<file path="src/hw/qit_pkg.sv">
package qit_pkg;

	localparam int unsigned NUM_TIMERS = 4;
	localparam int unsigned COUNT_W = 16;
	localparam int unsigned BYTE_W = 8;
	localparam int unsigned IDX_W = 10;

	// Word indices; the byte address of each register is four times its index.
	localparam logic [IDX_W-1:0] IDX_COUNT0 = 10'h040;
	localparam logic [IDX_W-1:0] IDX_CTRL_WORD1 = 10'h044;
	localparam logic [IDX_W-1:0] IDX_CTRL_WORD2 = 10'h048;
	localparam logic [IDX_W-1:0] IDX_GATE_PORT = 10'h061;
	localparam logic [IDX_W-1:0] IDX_FUNC_CTRL = 10'h062;
	localparam logic [IDX_W-1:0] IDX_OUT_STATE = 10'h063;
	localparam int unsigned IDX_LSB = 2;
	localparam int unsigned IDX_MSB = 11;

	// Gate port bits for timers two and three.
	localparam int unsigned GATE2_BIT = 0;
	localparam int unsigned GATE3_BIT = 6;
	localparam logic [1:0] GATE_RESET = 2'h0;

	// Function control: refresh request enable and shared pin interrupt enable.
	localparam int unsigned FUNC_REFRESH_BIT = 0;
	localparam int unsigned FUNC_SHARED_IRQ_BIT = 1;
	localparam logic [1:0] FUNC_RESET = 2'h0;

	// Control word fields.
	localparam int unsigned CW_SEL_HI = 7;
	localparam int unsigned CW_SEL_LO = 6;
	localparam int unsigned CW_RW_HI = 5;
	localparam int unsigned CW_RW_LO = 4;
	localparam int unsigned CW_MODE_HI = 3;
	localparam int unsigned CW_MODE_LO = 1;
	localparam int unsigned RB_NO_COUNT_BIT = 5;
	localparam int unsigned RB_NO_STATUS_BIT = 4;
	localparam int unsigned RB_TIMER3_BIT = 1;
	localparam logic [1:0] SEL_READBACK = 2'h3;
	localparam logic [1:0] RW_LATCH = 2'h0;
	localparam logic [1:0] RW_LOW = 2'h1;
	localparam logic [1:0] RW_HIGH = 2'h2;
	localparam logic [1:0] RW_BOTH = 2'h3;
	localparam logic [5:0] CW_RESET = 6'h00;

	typedef enum logic [2:0] {
		MODE_TC = 3'b000,
		MODE_ONESHOT = 3'b001,
		MODE_RATE = 3'b010,
		MODE_SQUARE = 3'b011,
		MODE_SW_STROBE = 3'b100,
		MODE_HW_STROBE = 3'b101
	} qit_mode_type;

	typedef enum logic [1:0] {
		BUS_IDLE = 2'b00,
		BUS_WRITE = 2'b01,
		BUS_READ_WAIT = 2'b10,
		BUS_READ_DONE = 2'b11
	} qit_bus_state_type;

	typedef struct packed {
		logic cw_wr;
		logic count_wr;
		logic latch_count;
		logic latch_status;
		logic rd_pop;
		logic [7:0] wdata;
	} qit_cmd_type;

endpackage : qit_pkg

</file>
<file path="src/hw/qit_top.sv">
// Function
// [RULE1] Rising edge of timer zero output raises the tick interrupt; timer zero has no pin.
// [RULE2] Rising edge of timer one output requests refresh when enabled; off after reset.
// [RULE3] Timer two pin is open-collector; low level raises shared interrupt when enabled.
// [RULE4] Timer three output passes an edge detector that raises its interrupt on rising edges.
// [RULE5] Timer two and three pins show the inverse of their counter outputs.
// [RULE6] Two write-only control words: first for timers 0-2, second for timer 3.
// [RULE7] Each core is a 16-bit presettable down counter, reached only through latches.
// [RULE8] Output latches follow the core; a latch command freezes them until read.
// [RULE9] Only one latch byte at a time drives the byte-wide read path.
// [RULE10] Preset bytes are written one at a time, loaded into the core together.
// [RULE11] Writing a control word clears both preset bytes.
// [RULE12] All four counters share one timebase but run independent modes.
// [RULE13] Gate sampled on timebase rising edge; load and count on falling edge.
// [RULE14] Gates of timers 0 and 1 stay high; timers 2 and 3 use port bits 0 and 6.
// [RULE15] Reset leaves the gates of timers two and three low.
// [RULE16] Latched status holds control word, output state and null-count flag.
// [RULE17] Per mode, the gate acts as count enable level or as start trigger.
// [RULE18] Software writes a control word first, then the initial count.
// [RULE19] Gate port bits are readable and writable; changes apply at next gate sample.
// [RULE20] The timebase input passes a synchroniser before the counters use its edges.
//
// Implementation choice: the AHB-Lite slave port.
module qit_top (
	input wire logic core_clk,
	input wire logic reset_n,
	input wire logic hsel,
	input wire logic [31:0] haddr,
	input wire logic [1:0] htrans,
	input wire logic hwrite,
	input wire logic [2:0] hsize,
	input wire logic [31:0] hwdata,
	input wire logic hready,
	output logic hreadyout,
	output logic hresp,
	output logic [31:0] hrdata,
	input wire logic timer_timebase_in,
	output logic timer_one_pin,
	input wire logic timer_two_pin_n_in,
	output logic timer_two_pin_n_out,
	output logic timer_two_pin_n_oe,
	output logic timer_three_pin_n,
	output logic tick_interrupt_line,
	output logic timer_three_interrupt_line,
	output logic shared_pin_interrupt_line_n,
	output logic refresh_request
);

	localparam int unsigned N = qit_pkg::NUM_TIMERS;

	qit_pkg::qit_bus_state_type bus_state, next_bus_state;
	logic [qit_pkg::IDX_W-1:0] ph_idx, next_ph_idx;
	logic ph_mapped, next_ph_mapped;
	logic [31:0] next_hrdata;
	logic [1:0] gate_port, next_gate_port;
	logic [1:0] func, next_func;
	logic tb_meta, tb_sync, tb_prev;
	logic rise_en, fall_en;
	logic [N-1:0] out_bus, out_prev, gate_bus;
	logic [7:0] rd_bytes [N];
	qit_pkg::qit_cmd_type cmd_bus [N];
	logic accept;
	logic [7:0] wbyte;
	logic next_tick, next_t3_irq, next_refresh, next_shared_n, next_pin1, next_pin3;

	assign hresp = 1'b0;
	assign timer_two_pin_n_out = 1'b0;
	assign wbyte = hwdata[7:0];
	assign hreadyout = (bus_state != qit_pkg::BUS_READ_WAIT);
	assign accept = hsel && hready && htrans[1];

	// The timebase may be unrelated to core_clk, so it is resynchronised and its edges become enables.
	always_ff @(posedge core_clk)
	begin
		if (!reset_n)
		begin
			tb_meta <= 1'b0;
			tb_sync <= 1'b0;
			tb_prev <= 1'b0;
		end
		else
		begin
			tb_meta <= timer_timebase_in; // RULE20
			tb_sync <= tb_meta;
			tb_prev <= tb_sync;
		end
	end
	assign rise_en = tb_sync && !tb_prev; // RULE13
	assign fall_en = !tb_sync && tb_prev; // RULE13

	// Timers zero and one have their gates tied high.
	assign gate_bus = {gate_port[1], gate_port[0], 1'b1, 1'b1}; // RULE14

	genvar gi;
	generate
		for (gi = 0; gi < N; gi++)
		begin : g_timer
			// One shared timebase enable pair drives every counter.
			qit_counter #(
				.COUNT_W(qit_pkg::COUNT_W)
			) u_counter (
				.core_clk(core_clk),
				.reset_n(reset_n),
				.rise_en(rise_en), // RULE12
				.fall_en(fall_en),
				.gate(gate_bus[gi]),
				.cmd(cmd_bus[gi]),
				.rd_byte(rd_bytes[gi]),
				.out(out_bus[gi])
			); // RULE7
		end
	endgenerate

	// Commands are decoded in the data phase, when hwdata is valid.
	always_comb
	begin
		for (int i = 0; i < N; i++)
		begin
			cmd_bus[i] = '0;
			cmd_bus[i].wdata = wbyte;
		end
		next_gate_port = gate_port;
		next_func = func;
		if (bus_state == qit_pkg::BUS_WRITE && ph_mapped)
		begin
			for (int i = 0; i < N; i++)
				if (ph_idx == qit_pkg::IDX_COUNT0 + qit_pkg::IDX_W'(i))
					cmd_bus[i].count_wr = 1'b1; // RULE10
			if (ph_idx == qit_pkg::IDX_CTRL_WORD1) // RULE6
			begin
				if (wbyte[qit_pkg::CW_SEL_HI:qit_pkg::CW_SEL_LO] == qit_pkg::SEL_READBACK)
				begin
					for (int i = 0; i < N - 1; i++)
					begin
						cmd_bus[i].latch_count = wbyte[i + 1] && !wbyte[qit_pkg::RB_NO_COUNT_BIT];
						cmd_bus[i].latch_status = wbyte[i + 1] && !wbyte[qit_pkg::RB_NO_STATUS_BIT]; // RULE16
					end
				end
				else
				begin
					for (int i = 0; i < N - 1; i++)
						if (wbyte[qit_pkg::CW_SEL_HI:qit_pkg::CW_SEL_LO] == 2'(i))
						begin
							cmd_bus[i].latch_count = (wbyte[qit_pkg::CW_RW_HI:qit_pkg::CW_RW_LO] == qit_pkg::RW_LATCH);
							cmd_bus[i].cw_wr = (wbyte[qit_pkg::CW_RW_HI:qit_pkg::CW_RW_LO] != qit_pkg::RW_LATCH);
						end
				end
			end
			if (ph_idx == qit_pkg::IDX_CTRL_WORD2) // RULE6
			begin
				if (wbyte[qit_pkg::CW_SEL_HI:qit_pkg::CW_SEL_LO] == qit_pkg::SEL_READBACK)
				begin
					cmd_bus[N-1].latch_count = wbyte[qit_pkg::RB_TIMER3_BIT] && !wbyte[qit_pkg::RB_NO_COUNT_BIT];
					cmd_bus[N-1].latch_status = wbyte[qit_pkg::RB_TIMER3_BIT] && !wbyte[qit_pkg::RB_NO_STATUS_BIT];
				end
				else
				begin
					cmd_bus[N-1].latch_count = (wbyte[qit_pkg::CW_RW_HI:qit_pkg::CW_RW_LO] == qit_pkg::RW_LATCH);
					cmd_bus[N-1].cw_wr = (wbyte[qit_pkg::CW_RW_HI:qit_pkg::CW_RW_LO] != qit_pkg::RW_LATCH);
				end
			end
			if (ph_idx == qit_pkg::IDX_GATE_PORT)
				next_gate_port = {wbyte[qit_pkg::GATE3_BIT], wbyte[qit_pkg::GATE2_BIT]}; // RULE19
			if (ph_idx == qit_pkg::IDX_FUNC_CTRL)
				next_func = {wbyte[qit_pkg::FUNC_SHARED_IRQ_BIT], wbyte[qit_pkg::FUNC_REFRESH_BIT]};
		end
		if (bus_state == qit_pkg::BUS_READ_WAIT && ph_mapped)
			for (int i = 0; i < N; i++)
				if (ph_idx == qit_pkg::IDX_COUNT0 + qit_pkg::IDX_W'(i))
					cmd_bus[i].rd_pop = 1'b1; // RULE8
	end

	// Bus sequencing: writes finish with no wait state, reads insert one to register hrdata.
	always_comb
	begin
		next_bus_state = bus_state;
		next_ph_idx = ph_idx;
		next_ph_mapped = ph_mapped;
		next_hrdata = hrdata;
		case (bus_state)
			qit_pkg::BUS_IDLE, qit_pkg::BUS_WRITE, qit_pkg::BUS_READ_DONE:
			begin
				if (accept)
				begin
					next_ph_idx = haddr[qit_pkg::IDX_MSB:qit_pkg::IDX_LSB];
					next_ph_mapped = (haddr[31:qit_pkg::IDX_MSB+1] == '0);
					next_bus_state = hwrite ? qit_pkg::BUS_WRITE : qit_pkg::BUS_READ_WAIT;
				end
				else
					next_bus_state = qit_pkg::BUS_IDLE;
			end
			qit_pkg::BUS_READ_WAIT:
			begin
				next_hrdata = 32'h0000_0000;
				if (ph_mapped)
				begin
					for (int i = 0; i < N; i++)
						if (ph_idx == qit_pkg::IDX_COUNT0 + qit_pkg::IDX_W'(i))
							next_hrdata[7:0] = rd_bytes[i]; // RULE9
					if (ph_idx == qit_pkg::IDX_GATE_PORT)
					begin
						next_hrdata[qit_pkg::GATE2_BIT] = gate_port[0]; // RULE19
						next_hrdata[qit_pkg::GATE3_BIT] = gate_port[1];
					end
					if (ph_idx == qit_pkg::IDX_FUNC_CTRL)
					begin
						next_hrdata[qit_pkg::FUNC_REFRESH_BIT] = func[0];
						next_hrdata[qit_pkg::FUNC_SHARED_IRQ_BIT] = func[1];
					end
					if (ph_idx == qit_pkg::IDX_OUT_STATE)
						next_hrdata[N-1:0] = out_bus;
				end
				next_bus_state = qit_pkg::BUS_READ_DONE;
			end
			default:
				next_bus_state = qit_pkg::BUS_IDLE;
		endcase
	end

	// Edge detectors and pin drivers.
	always_comb
	begin
		next_tick = out_bus[0] && !out_prev[0]; // RULE1
		next_refresh = out_bus[1] && !out_prev[1] && func[0]; // RULE2
		next_t3_irq = out_bus[3] && !out_prev[3]; // RULE4
		next_shared_n = !(func[1] && !timer_two_pin_n_in); // RULE3
		next_pin1 = out_bus[1];
		next_pin3 = !out_bus[3]; // RULE5
	end
	// Open collector: pulling low while the counter output is high gives the inverted level.
	assign timer_two_pin_n_oe = out_bus[2]; // RULE5

	always_ff @(posedge core_clk)
	begin
		if (!reset_n)
		begin
			bus_state <= qit_pkg::BUS_IDLE;
			ph_idx <= '0;
			ph_mapped <= 1'b0;
			hrdata <= 32'h0000_0000;
			gate_port <= qit_pkg::GATE_RESET; // RULE15
			func <= qit_pkg::FUNC_RESET; // RULE2
			out_prev <= '0;
			tick_interrupt_line <= 1'b0;
			refresh_request <= 1'b0;
			timer_three_interrupt_line <= 1'b0;
			shared_pin_interrupt_line_n <= 1'b1;
			timer_one_pin <= 1'b0;
			timer_three_pin_n <= 1'b1;
		end
		else
		begin
			bus_state <= next_bus_state;
			ph_idx <= next_ph_idx;
			ph_mapped <= next_ph_mapped;
			hrdata <= next_hrdata;
			gate_port <= next_gate_port;
			func <= next_func;
			out_prev <= out_bus;
			tick_interrupt_line <= next_tick;
			refresh_request <= next_refresh;
			timer_three_interrupt_line <= next_t3_irq;
			shared_pin_interrupt_line_n <= next_shared_n;
			timer_one_pin <= next_pin1;
			timer_three_pin_n <= next_pin3;
		end
	end

	tick_irq_a: assert property (@(posedge core_clk) disable iff (!reset_n) // RULE1
		$rose(out_bus[0]) |=> tick_interrupt_line)
		else $error("timer zero edge gave no tick interrupt");
	refresh_req_a: assert property (@(posedge core_clk) disable iff (!reset_n) // RULE2
		$rose(out_bus[1]) |=> refresh_request == $past(func[0]))
		else $error("refresh request wrong on timer one edge");
	shared_irq_a: assert property (@(posedge core_clk) disable iff (!reset_n) // RULE3
		func[1] && !timer_two_pin_n_in |=> !shared_pin_interrupt_line_n)
		else $error("low shared pin gave no interrupt");
	t3_edge_a: assert property (@(posedge core_clk) disable iff (!reset_n) // RULE4
		timer_three_interrupt_line |-> $past(out_bus[3]) && !$past(out_bus[3], 2))
		else $error("timer three interrupt without rising edge");
	pin_invert_a: assert property (@(posedge core_clk) disable iff (!reset_n) // RULE5
		##1 timer_three_pin_n != $past(out_bus[3]))
		else $error("timer three pin not inverted");
	oc_drive_a: assert property (@(posedge core_clk) disable iff (!reset_n) // RULE5
		timer_two_pin_n_oe == out_bus[2] && !timer_two_pin_n_out)
		else $error("timer two pin drive wrong");
	gate_reset_a: assert property (@(posedge core_clk) disable iff (!reset_n) // RULE15
		$rose(reset_n) |-> gate_port == qit_pkg::GATE_RESET)
		else $error("gates not low after reset");
	gate_write_a: assert property (@(posedge core_clk) disable iff (!reset_n) // RULE19
		bus_state == qit_pkg::BUS_WRITE && ph_mapped && ph_idx == qit_pkg::IDX_GATE_PORT
		|=> gate_port[1] == $past(hwdata[qit_pkg::GATE3_BIT]) && gate_port[0] == $past(hwdata[qit_pkg::GATE2_BIT]))
		else $error("gate port write lost");
	read_wait_a: assert property (@(posedge core_clk) disable iff (!reset_n) // RULE9
		hreadyout && accept && !hwrite |=> !hreadyout ##1 hreadyout)
		else $error("read not answered after one wait state");

	tick_cover_c: cover property (@(posedge core_clk) disable iff (!reset_n) tick_interrupt_line);
	refresh_cover_c: cover property (@(posedge core_clk) disable iff (!reset_n) refresh_request);
	shared_cover_c: cover property (@(posedge core_clk) disable iff (!reset_n) !shared_pin_interrupt_line_n);
	t3_cover_c: cover property (@(posedge core_clk) disable iff (!reset_n) timer_three_interrupt_line);

endmodule : qit_top

</file>
<file path="src/hw/qit_counter.sv">
module qit_counter #(
	parameter int unsigned COUNT_W = qit_pkg::COUNT_W
) (
	input wire logic core_clk,
	input wire logic reset_n,
	input wire logic rise_en,
	input wire logic fall_en,
	input wire logic gate,
	input wire qit_pkg::qit_cmd_type cmd,
	output logic [7:0] rd_byte,
	output logic out
);

	localparam logic [COUNT_W-1:0] ONE = COUNT_W'(1);
	localparam logic [COUNT_W-1:0] TWO = COUNT_W'(2);

	function automatic qit_pkg::qit_mode_type decode_mode(input logic [2:0] m);
		case (m)
			3'b110: decode_mode = qit_pkg::MODE_RATE;
			3'b111: decode_mode = qit_pkg::MODE_SQUARE;
			default: decode_mode = qit_pkg::qit_mode_type'(m);
		endcase
	endfunction : decode_mode

	logic [5:0] cw, next_cw;
	logic [7:0] cr_hi, next_cr_hi, cr_lo, next_cr_lo;
	logic [COUNT_W-1:0] ce, next_ce, ol, next_ol;
	logic [7:0] status, next_status;
	logic latched, next_latched, st_latched, next_st_latched;
	logic wr_ph, next_wr_ph, rd_ph, next_rd_ph;
	logic pending, next_pending, has_count, next_has_count, null_count, next_null_count;
	logic gate_s, next_gate_s, trig, next_trig, next_out;
	logic load_now;
	logic [COUNT_W-1:0] cr_word, view;
	qit_pkg::qit_mode_type mode, new_mode;
	logic [1:0] rw;

	assign cr_word = {cr_hi, cr_lo};
	assign mode = decode_mode(cw[qit_pkg::CW_MODE_HI:qit_pkg::CW_MODE_LO]);
	assign new_mode = decode_mode(cmd.wdata[qit_pkg::CW_MODE_HI:qit_pkg::CW_MODE_LO]);
	assign rw = cw[qit_pkg::CW_RW_HI:qit_pkg::CW_RW_LO];
	// The output latches follow the core until a latch command freezes them.
	assign view = latched ? ol : ce; // RULE8
	always_comb
	begin
		rd_byte = view[7:0];
		if (st_latched)
			rd_byte = status;
		else if (rw == qit_pkg::RW_HIGH || (rw == qit_pkg::RW_BOTH && rd_ph))
			rd_byte = view[15:8]; // RULE9
	end

	always_comb
	begin
		next_cw = cw;
		next_cr_hi = cr_hi;
		next_cr_lo = cr_lo;
		next_ce = ce;
		next_ol = ol;
		next_status = status;
		next_latched = latched;
		next_st_latched = st_latched;
		next_wr_ph = wr_ph;
		next_rd_ph = rd_ph;
		next_pending = pending;
		next_has_count = has_count;
		next_null_count = null_count;
		next_gate_s = gate_s;
		next_trig = trig;
		next_out = out;
		load_now = 1'b0;
		if (rise_en)
		begin
			next_gate_s = gate; // RULE13
			if (gate && !gate_s)
				next_trig = 1'b1; // RULE17
			if (!gate && (mode == qit_pkg::MODE_RATE || mode == qit_pkg::MODE_SQUARE))
				next_out = 1'b1;
		end
		if (fall_en)
		begin
			next_trig = 1'b0;
			case (mode) // RULE17
				qit_pkg::MODE_TC, qit_pkg::MODE_SW_STROBE:
				begin
					load_now = pending;
					if (!pending && gate_s)
					begin
						next_ce = ce - ONE; // RULE13
						if (mode == qit_pkg::MODE_SW_STROBE)
							next_out = (ce != ONE);
						else if (ce == ONE)
							next_out = 1'b1;
					end
				end
				qit_pkg::MODE_ONESHOT, qit_pkg::MODE_HW_STROBE:
				begin
					load_now = trig && has_count;
					if (load_now && mode == qit_pkg::MODE_ONESHOT)
						next_out = 1'b0;
					else if (!load_now)
					begin
						next_ce = ce - ONE;
						if (mode == qit_pkg::MODE_HW_STROBE)
							next_out = (ce != ONE);
						else if (ce == ONE)
							next_out = 1'b1;
					end
				end
				qit_pkg::MODE_RATE:
				begin
					load_now = pending || (has_count && (trig || ce == ONE));
					if (load_now)
						next_out = 1'b1;
					else if (gate_s)
					begin
						next_ce = ce - ONE;
						next_out = (ce != TWO);
					end
				end
				qit_pkg::MODE_SQUARE:
				begin
					load_now = pending || (has_count && (trig || ce <= TWO));
					if (load_now)
						next_out = (pending || trig) ? 1'b1 : !out;
					else if (gate_s)
						next_ce = ce - TWO;
				end
				default:
				begin
					load_now = 1'b0;
				end
			endcase
			if (load_now)
			begin
				// Both preset bytes move into the core in the same step.
				next_ce = (mode == qit_pkg::MODE_SQUARE) ? {cr_word[COUNT_W-1:1], 1'b0} : cr_word; // RULE10
				next_pending = 1'b0;
				next_null_count = 1'b0;
			end
		end
		if (cmd.cw_wr)
		begin
			next_cw = cmd.wdata[5:0];
			next_cr_hi = 8'h00; // RULE11
			next_cr_lo = 8'h00; // RULE11
			next_out = (new_mode != qit_pkg::MODE_TC);
			next_pending = 1'b0;
			next_has_count = 1'b0;
			next_null_count = 1'b1;
			next_wr_ph = 1'b0;
			next_rd_ph = 1'b0;
			next_latched = 1'b0;
		end
		else if (cmd.count_wr)
		begin
			if (rw == qit_pkg::RW_HIGH)
				next_cr_hi = cmd.wdata; // RULE10
			else if (rw == qit_pkg::RW_BOTH && wr_ph)
				next_cr_hi = cmd.wdata;
			else
				next_cr_lo = cmd.wdata;
			if (rw == qit_pkg::RW_BOTH)
				next_wr_ph = !wr_ph;
			if (rw != qit_pkg::RW_BOTH || wr_ph)
			begin
				next_pending = 1'b1;
				next_has_count = 1'b1;
				next_null_count = 1'b1;
			end
			if (mode == qit_pkg::MODE_TC)
				next_out = 1'b0;
		end
		if (cmd.latch_count && !latched)
		begin
			next_ol = ce; // RULE8
			next_latched = 1'b1;
		end
		if (cmd.latch_status && !st_latched)
		begin
			next_status = {out, null_count, cw}; // RULE16
			next_st_latched = 1'b1;
		end
		if (cmd.rd_pop)
		begin
			if (st_latched)
				next_st_latched = 1'b0;
			else if (rw == qit_pkg::RW_BOTH && !rd_ph)
				next_rd_ph = 1'b1;
			else
			begin
				next_rd_ph = 1'b0;
				next_latched = 1'b0; // RULE8
			end
		end
	end

	always_ff @(posedge core_clk)
	begin
		if (!reset_n)
		begin
			cw <= qit_pkg::CW_RESET;
			cr_hi <= 8'h00;
			cr_lo <= 8'h00;
			ce <= '0;
			ol <= '0;
			status <= 8'h00;
			latched <= 1'b0;
			st_latched <= 1'b0;
			wr_ph <= 1'b0;
			rd_ph <= 1'b0;
			pending <= 1'b0;
			has_count <= 1'b0;
			null_count <= 1'b1;
			gate_s <= 1'b0;
			trig <= 1'b0;
			out <= 1'b0;
		end
		else
		begin
			cw <= next_cw;
			cr_hi <= next_cr_hi;
			cr_lo <= next_cr_lo;
			ce <= next_ce;
			ol <= next_ol;
			status <= next_status;
			latched <= next_latched;
			st_latched <= next_st_latched;
			wr_ph <= next_wr_ph;
			rd_ph <= next_rd_ph;
			pending <= next_pending;
			has_count <= next_has_count;
			null_count <= next_null_count;
			gate_s <= next_gate_s;
			trig <= next_trig;
			out <= next_out;
		end
	end

	core_load_a: assert property (@(posedge core_clk) disable iff (!reset_n) // RULE10
		fall_en && pending && !cmd.cw_wr && mode == qit_pkg::MODE_TC |=> ce == $past(cr_word))
		else $error("preset pair not moved into core");
	cw_clear_a: assert property (@(posedge core_clk) disable iff (!reset_n) // RULE11
		cmd.cw_wr |=> cr_hi == 8'h00 && cr_lo == 8'h00)
		else $error("control word did not clear preset bytes");
	latch_hold_a: assert property (@(posedge core_clk) disable iff (!reset_n) // RULE8
		latched && !cmd.rd_pop && !cmd.cw_wr |=> latched && $stable(ol))
		else $error("latched count lost before read");
	gate_sample_a: assert property (@(posedge core_clk) disable iff (!reset_n) // RULE13
		!rise_en |=> $stable(gate_s))
		else $error("gate sampled off the timebase rising edge");
	status_cap_a: assert property (@(posedge core_clk) disable iff (!reset_n) // RULE16
		cmd.latch_status && !st_latched |=> status == {$past(out), $past(null_count), $past(cw)})
		else $error("status byte capture wrong");

endmodule : qit_counter

</file>
<file path="config.mk">
export PLATFORM = sky130hd
export DESIGN_NAME = qit_top
export DESIGN_NICKNAME = d
export VERILOG_FILES = /design/src/hw/qit_pkg.sv /design/src/hw/qit_top.sv /design/src/hw/qit_counter.sv
export SDC_FILE = /design/constraint.sdc
export NUM_CORES = 1
export LEC_CHECK = 0
export ABC_AREA = 1
export BUFFER_PORTS_ARGS = -buffer_cell sky130_fd_sc_hd__buf_2
export CORE_UTILIZATION = 55
export DETAILED_ROUTE_END_ITERATION = 10
export GPL_TIMING_DRIVEN = 0
export PLACE_DENSITY_LB_ADDON = 0.25
export SLEW_MARGIN = 20
export SYNTH_ARGS = -nofsm -noshare
export SYNTH_HDL_FRONTEND = slang
export SYNTH_SLANG_ARGS = --single-unit
</file>
<file path="constraint.sdc">
create_clock -name core_clk -period 2.6 [get_ports core_clk]
set_input_delay 0.78 -clock core_clk [delete_from_list [all_inputs] [get_ports core_clk]]
set_output_delay 0.78 -clock core_clk [all_outputs]
set_load 0.005 [all_outputs]
</file>
Word level (Yosys, flattened, before mapping)
Cells that the tools add are included.
W data, S select, Z words.

operators by class
  $add $sub $neg = 8
  eq/ne operators = 98
  reduce and logical (&&, ||, !) cells = 186
  muxes and demuxes = 266
  magnitude comparators = 4
  bitwise logic cells = 10

operators with widths
  operator                 count
  $mux W16                 36
  $pmux W16 S4             4
  $mux W1                  179
  $mux W8                  21
  $eq A10 B7 Y1 const B    9
  $eq A16 B1 Y1 const B    4
  $le A16 B2 Y1 const B    4
  $ne A16 B1 Y1 const B    4
  $ne A16 B2 Y1 const B    4
  $sub A16 B1 Y16 const B  4
  $sub A16 B2 Y16 const B  4
  $logic_and A1 B1 Y1      61
  $eq A3 B3 Y1 const B     18
  $ne A3 B3 Y1 const B     16
  $logic_not A1 Y1         37
  $reduce_and A2 Y1        18
  $reduce_and A9 Y1        4
  $pmux W1 S4              8
  $logic_or A1 B1 Y1       30
  $pmux W3 S2              5
  $reduce_or A2 Y1         13
  $eq A2 B2 Y1 const B     12
  $eq A3 B2 Y1 const B     8
  $ne A3 B2 Y1 const B     8
  other kinds (16)         61

word-level totals
  input port bits = 76
  register bits after elaboration = 324

Logic depth before layout (Yosys ltp)
  depth after elaboration = 16
  depth in mapped cells = 17

By module
Synthesis repeated with hierarchy kept, for this count alone.

second synthesis, totals
  cells, all modules = 2691
  area, all modules = 18101.1 sq um

by module, submodules not included
  module                                  instances  area an instance (sq um)  cells each
  qit_counter (g_timer[0].u_counter ...)  3          3955.0                    591
  qit_counter (g_timer[3].u_counter)      1          3947.5                    591
  qit_top                                 1          2288.4                    327

Least setup slack after synthesis
Ideal clock, no wire load.

  path kind = input port to flip-flop
  from = in hwdata[5]
  to = reg g_timer[0].u_counter.ol[12]
  required time = 2530 ps
  setup slack = 546 ps
  arrival = 1984 ps
  buffers on the path = 2
  stages on the path = 8
  cells stage by stage = buf_2 inv_1 a21oi_1 nor2_1 o2111ai_1 clkbuf_1 o21ai_0 a21oi_1

between the ends
  cells in the longest elaborated chain, start to end = 6
  elaborated cells on any way between the ends = 8
  those cells by class = 4 x mux; 4 x reduce/logical

ends and longest elaborated chain
  item                                                         RTL line                        text
  start, declared                                              qit_top.sv:32                   input wire logic [31:0] hwdata,
  $logic_not A2 Y1 / $logic_not A1 Y1 (equally long branches)  qit_top.sv:144, qit_top.sv:135
  $mux W1 / $logic_and A1 B1 Y1 (equally long branches)        qit_top.sv:142, qit_top.sv:135
  $mux W1 *                                                    qit_top.sv:131                  if (wbyte[qit_pkg::CW_SEL_HI:qit_pkg::CW_SEL_LO] == qit_pkg::SEL_READBACK)
  $mux W2 *                                                    qit_top.sv:129                  if (ph_idx == qit_pkg::IDX_CTRL_WORD1)
  $mux W4 *                                                    qit_top.sv:124                  if (bus_state == qit_pkg::BUS_WRITE && ph_mapped)
  $logic_and A1 B1 Y1 *                                        qit_counter.sv:174              if (cmd.latch_count && !latched)
  end signal, assigned                                         qit_counter.sv:225              ol <= next_ol;
  end, declared                                                qit_counter.sv:27               logic [COUNT_W-1:0] ce, next_ce, ol, next_ol;

Mark *: on every way between the ends. The rest lies on a longest branch, timed or not.
A chain may end at the register's enable or synchronous reset.

Worst setup path in the final report
  from = in hwdata[5]
  to = reg g_timer[0].u_counter.latched

between the ends
  cells in the longest elaborated chain, start to end = 10
  elaborated cells on any way between the ends = 17
  those cells by class = 12 x mux; 5 x reduce/logical

ends and longest elaborated chain
  item                                                   RTL line                                text
  $reduce_bool A2 Y1 (tied with other cells)             qit_top.sv:145                          cmd_bus[i].cw_wr = (wbyte[qit_pkg::CW_RW_HI:qit_pkg::CW_RW_LO] != qit_pkg::RW_LATCH);
  $mux W1 / $logic_and A1 B1 Y1 (equally long branches)  qit_top.sv:142, qit_top.sv:135
  $mux W1                                                qit_top.sv:131
  $mux W1 / $mux W2 (equally long branches)              qit_top.sv:129
  $mux W4 *                                              qit_top.sv:124
  $mux W1 / $logic_and A1 B1 Y1 (equally long branches)  qit_counter.sv:142, qit_counter.sv:174
  $mux W1 *                                              qit_counter.sv:174
  $mux W1                                                qit_counter.sv:188                      else if (rw == qit_pkg::RW_BOTH && !rd_ph)
  $mux W1                                                qit_counter.sv:186                      if (st_latched)
  $mux W1 *                                              qit_counter.sv:184                      if (cmd.rd_pop)
  end signal, assigned                                   qit_counter.sv:227                      latched <= next_latched;
  end, declared                                          qit_counter.sv:29                       logic latched, next_latched, st_latched, next_st_latched;

Marked as above.

==> flow_summary.json <==
{
  "async_flop_share_pct": 0,
  "core_area_mm2": 0.0307,
  "cts_buffers": 37,
  "status": "complete, no violations",
  "clk_latency_ns": 0.55,
  "cts_max_path_buffers": 3,
  "drc_errors": 0,
  "rsz0062_at_grt": "false",
  "synth-seq-cells": 322,
  "chipHeight_um": 179,
  "cts-root-buf": "clkbuf_16",
  "hold_class": "flop to flop",
  "ys_warn_count": 0,
  "slew_headroom_pct": 19.5,
  "hpwl_mm": 39.9,
  "initial_core_util_pct": 56.2,
  "setup_viol": 0,
  "max_cap_viol_count": 0,
  "fmax_mhz": 393,
  "routed_wl_mm": 54.3,
  "hold_buffers": 0,
  "synth_area_per_cell_um2": 6.73,
  "synth.distinct_cells": 56,
  "peakVddDrop_v": 0.000390,
  "crit_family": "buffers and inverters",
  "layout.cells.non_filler": 3103,
  "critPathMaxFanout": 10,
  "synth.area.top_cells": "dfxtp_1, nand2_1, o21ai_0",
  "clock-sinks": 322,
  "critPathLaunchType": "input pin",
  "cp_cell_sequence": "buf_2 -> buf_2 -> inv_1 -> a21oi_2 -> nor2_1 -> o2111ai_1 -> clkbuf_1 -> a21oi_1",
  "path_clk_slew_ns": 0.06,
  "grt_pass1_vias": 15900,
  "grt_max_degree": 14,
  "p_per_area_mw_per_mm2": 555,
  "path_class": "input pin to flop",
  "power_mw": 10.7,
  "finalMaxSlewViolations": 0,
  "dieArea_mm2": 0.0320,
  "hold_violations": 0,
  "overflow": 0,
  "yosys_most_used_dff": "dfxtp_1",
  "port_buffers": 61,
  "dp_cells": 3040,
  "synth_area_leader_cell": "dfxtp_1",
  "fin_crit_ns": 2.54,
  "grt_util_all_layers_pct": 34.0,
  "io_pins": 118,
  "post_route_cells_drive_above_1_share_pct": 9.97,
  "place_congestion": 1.02,
  "viasPerCell": 5.61,
  "nets": 2778,
  "synth_area_mm2": 0.0172,
  "syn_to_final_growth_pct": 12.2,
  "crit_required_ns": 3.01,
  "num_vias": 17400,
  "cpPeakStageDelay_ns": 0.44,
  "cts_max_level": 2,
  "cpMostUsedCell": "buf_2",
  "p_leak_nw": 8.09,
  "ant_nets": 0,
  "finalCritPeriodShare_pct": 97.8,
  "finClkSkew_ns": 0.0216,
  "synth_edf_count": 0,
  "rows": 64,
  "endpoint_kind": "flop",
  "grt_first_pass_wirelength_mm": 84.1,
  "syn_inst": 2558,
  "slowest_stage": "buf_2",
  "die_x_um": 179,
  "synth-seq-area-share_pct": 37.4,
  "path_buf_inv": 4,
  "antenna_found_initial": 2,
  "synth_top_area_share_pct": 37.4,
  "worstPathArrival_ns": 2.95,
  "first_pass_iters": 6,
  "worst_pin_slew_ns": 1.21,
  "wl_per_cell_um": 17.5,
  "cts_tree": "done",
  "drt-initial-drc-count": 1893,
  "n_antenna_cell": 0
}
[metrics by stage]
stage	utilization, %	TNS, ns	setup slack [ns]	instance area (um2)	hold WS (ns)
after global routing	63.0	0	0.00751	19300	0.405
after floorplan	-	0	0.546	17300	0.368
after CTS	63.0	0	0.0868	19300	0.382
final	63.0	0	0.0568	19300	0.384
after global placement	59.1	-20.92	-0.628	18100	0.371
after detailed placement	59.1	-22.32	-0.640	18100	0.372
[per-layer routing]
layer / routed length (um) / track usage [%]
met1: 22900 / 44.9
met2: 24100 / 53.9
met3: 4720 / 5.56
met4: 2530 / 15.8
met5: 20 / 0
[repair_timing]
action / in CTS / in global routing
buffers inserted: 0 / 0
gates cloned: 0 / 0
setup endpoints to repair: 15 / 14
gates resized for setup: 3 / 7
[synth_stat cells, types with 2 or more instances]
| library cell | instances |
|---|---|
| nand2_1 | 485 |
| dfxtp_1 | 322 |
| o21ai_0 | 322 |
| inv_1 | 304 |
| nor2_1 | 286 |
| a21oi_1 | 263 |
| nand3_1 | 106 |
| clkbuf_1 | 74 |
| o211ai_1 | 44 |
| xor2_1 | 41 |
| buf_4 | 30 |
| a211oi_1 | 29 |
| nor3_1 | 27 |
| buf_2 | 25 |
| ha_1 | 20 |
| nand4_1 | 17 |
| nor2_2 | 14 |
| o21ai_1 | 14 |
| inv_2 | 13 |
| nand2_2 | 12 |
| xnor2_1 | 12 |
| nor4_1 | 8 |
| buf_6 | 7 |
| a21oi_2 | 6 |
| buf_1 | 5 |
| clkinv_1 | 5 |
| nor2_4 | 5 |
| a31oi_1 | 4 |
| nand3_2 | 4 |
| nand3b_1 | 4 |
| nand4_2 | 4 |
| nor3_2 | 4 |
| clkbuf_2 | 3 |
| nand2_4 | 3 |
| nor2_8 | 3 |
| nor3b_1 | 3 |
| or2_1 | 3 |
| or2_2 | 3 |
| nand3_4 | 2 |
| nor4_4 | 2 |
| o2111ai_1 | 2 |
| o21a_1 | 2 |
| o311ai_0 | 2 |
| o31ai_1 | 2 |
[area by class of cell]
class	instances	area, um2
plain buffers	143	743
fillers	2940	11300
multi-input cells	1794	8920
repair buffers	61	305
flip-flops and latches	322	6450
clock buffers	50	1020
well taps	396	495
clock inverters	14	171
inverters	323	1220
[logic make-up after synthesis]
logic type      synth area share [%]
compound gates                  21.7
xor+xnor                        2.70
fa+ha+maj                       1.45
buf+inv                         11.4
flops                           37.4
mux                           0.0581
other cells                   0.0218
simple gates                    25.3
[state kept, by name (all words and copies together), names as in the netlist, 8 cells and up]
name and flops:
g_timer.u_counter.status 32, g_timer.u_counter.ol 64, g_timer.u_counter.cw 24, g_timer.u_counter.cr_hi 32, ph_idx 10, g_timer.u_counter.cr_lo 32
g_timer.u_counter.ce 64, hrdata 8
[worst register-to-register path, stage by stage, from the launching register on]
cell,delay (ns)
dfxtp_1,0.39
nand3_4,0.25
inv_2,0.30
nand2_1,0.20
nor3_2,0.49
nor2_1,0.25
clkbuf_1,0.29
o21ai_0,0.15
a21oi_1,0.06
[cells in the final DEF, fill, tap and decap left out, types with 9 or more instances in the layout]
master     instances
inv_2             13
buf_2             86
conb_1            26
o211ai_1          44
clkbuf_16         37
xnor2_1           12
dfxtp_1          322
inv_1            304
nor3_1            27
ha_1              20
xor2_1            41
clkbuf_1          76
nand2_2           12
nand3_1          106
nand4_1           17
a21oi_1          262
nor2_1           284
o21ai_1           14
clkinv_2           9
o21ai_0          322
buf_4             30
nand2_1          485
nor2_2            16
a211oi_1          29
[path summary, 6_finish.rpt]
kind	from	to	slack (ns)	cells after the start
hold reg to reg	out_prev[0]$_SDFF_PN0_	tick_interrupt_line$_SDFF_PN0_	0.38	1
setup reg to reg	ph_mapped$_SDFFE_PN0P_	g_timer[2].u_counter.cr_hi[6]$_SDFFE_PP0P_	0.09	8
setup / recovery	hwdata[5]	g_timer[0].u_counter.latched$_SDFF_PN0_	0.06	8
hold / removal	out_prev[0]$_SDFF_PN0_	tick_interrupt_line$_SDFF_PN0_	0.38	1
[power by group]
| part | internal (mW) | switching [mW] | total (mW) | leakage, nW |
|---|---|---|---|---|
| logic | 0.157 | 0.386 | 0.543 | 4.91 |
| registers | 4.95 | 0.0185 | 4.97 | 2.59 |
| clock network | 3.07 | 2.15 | 5.22 | 0.593 |
Note: power is estimated with default switching activity, not from simulation.
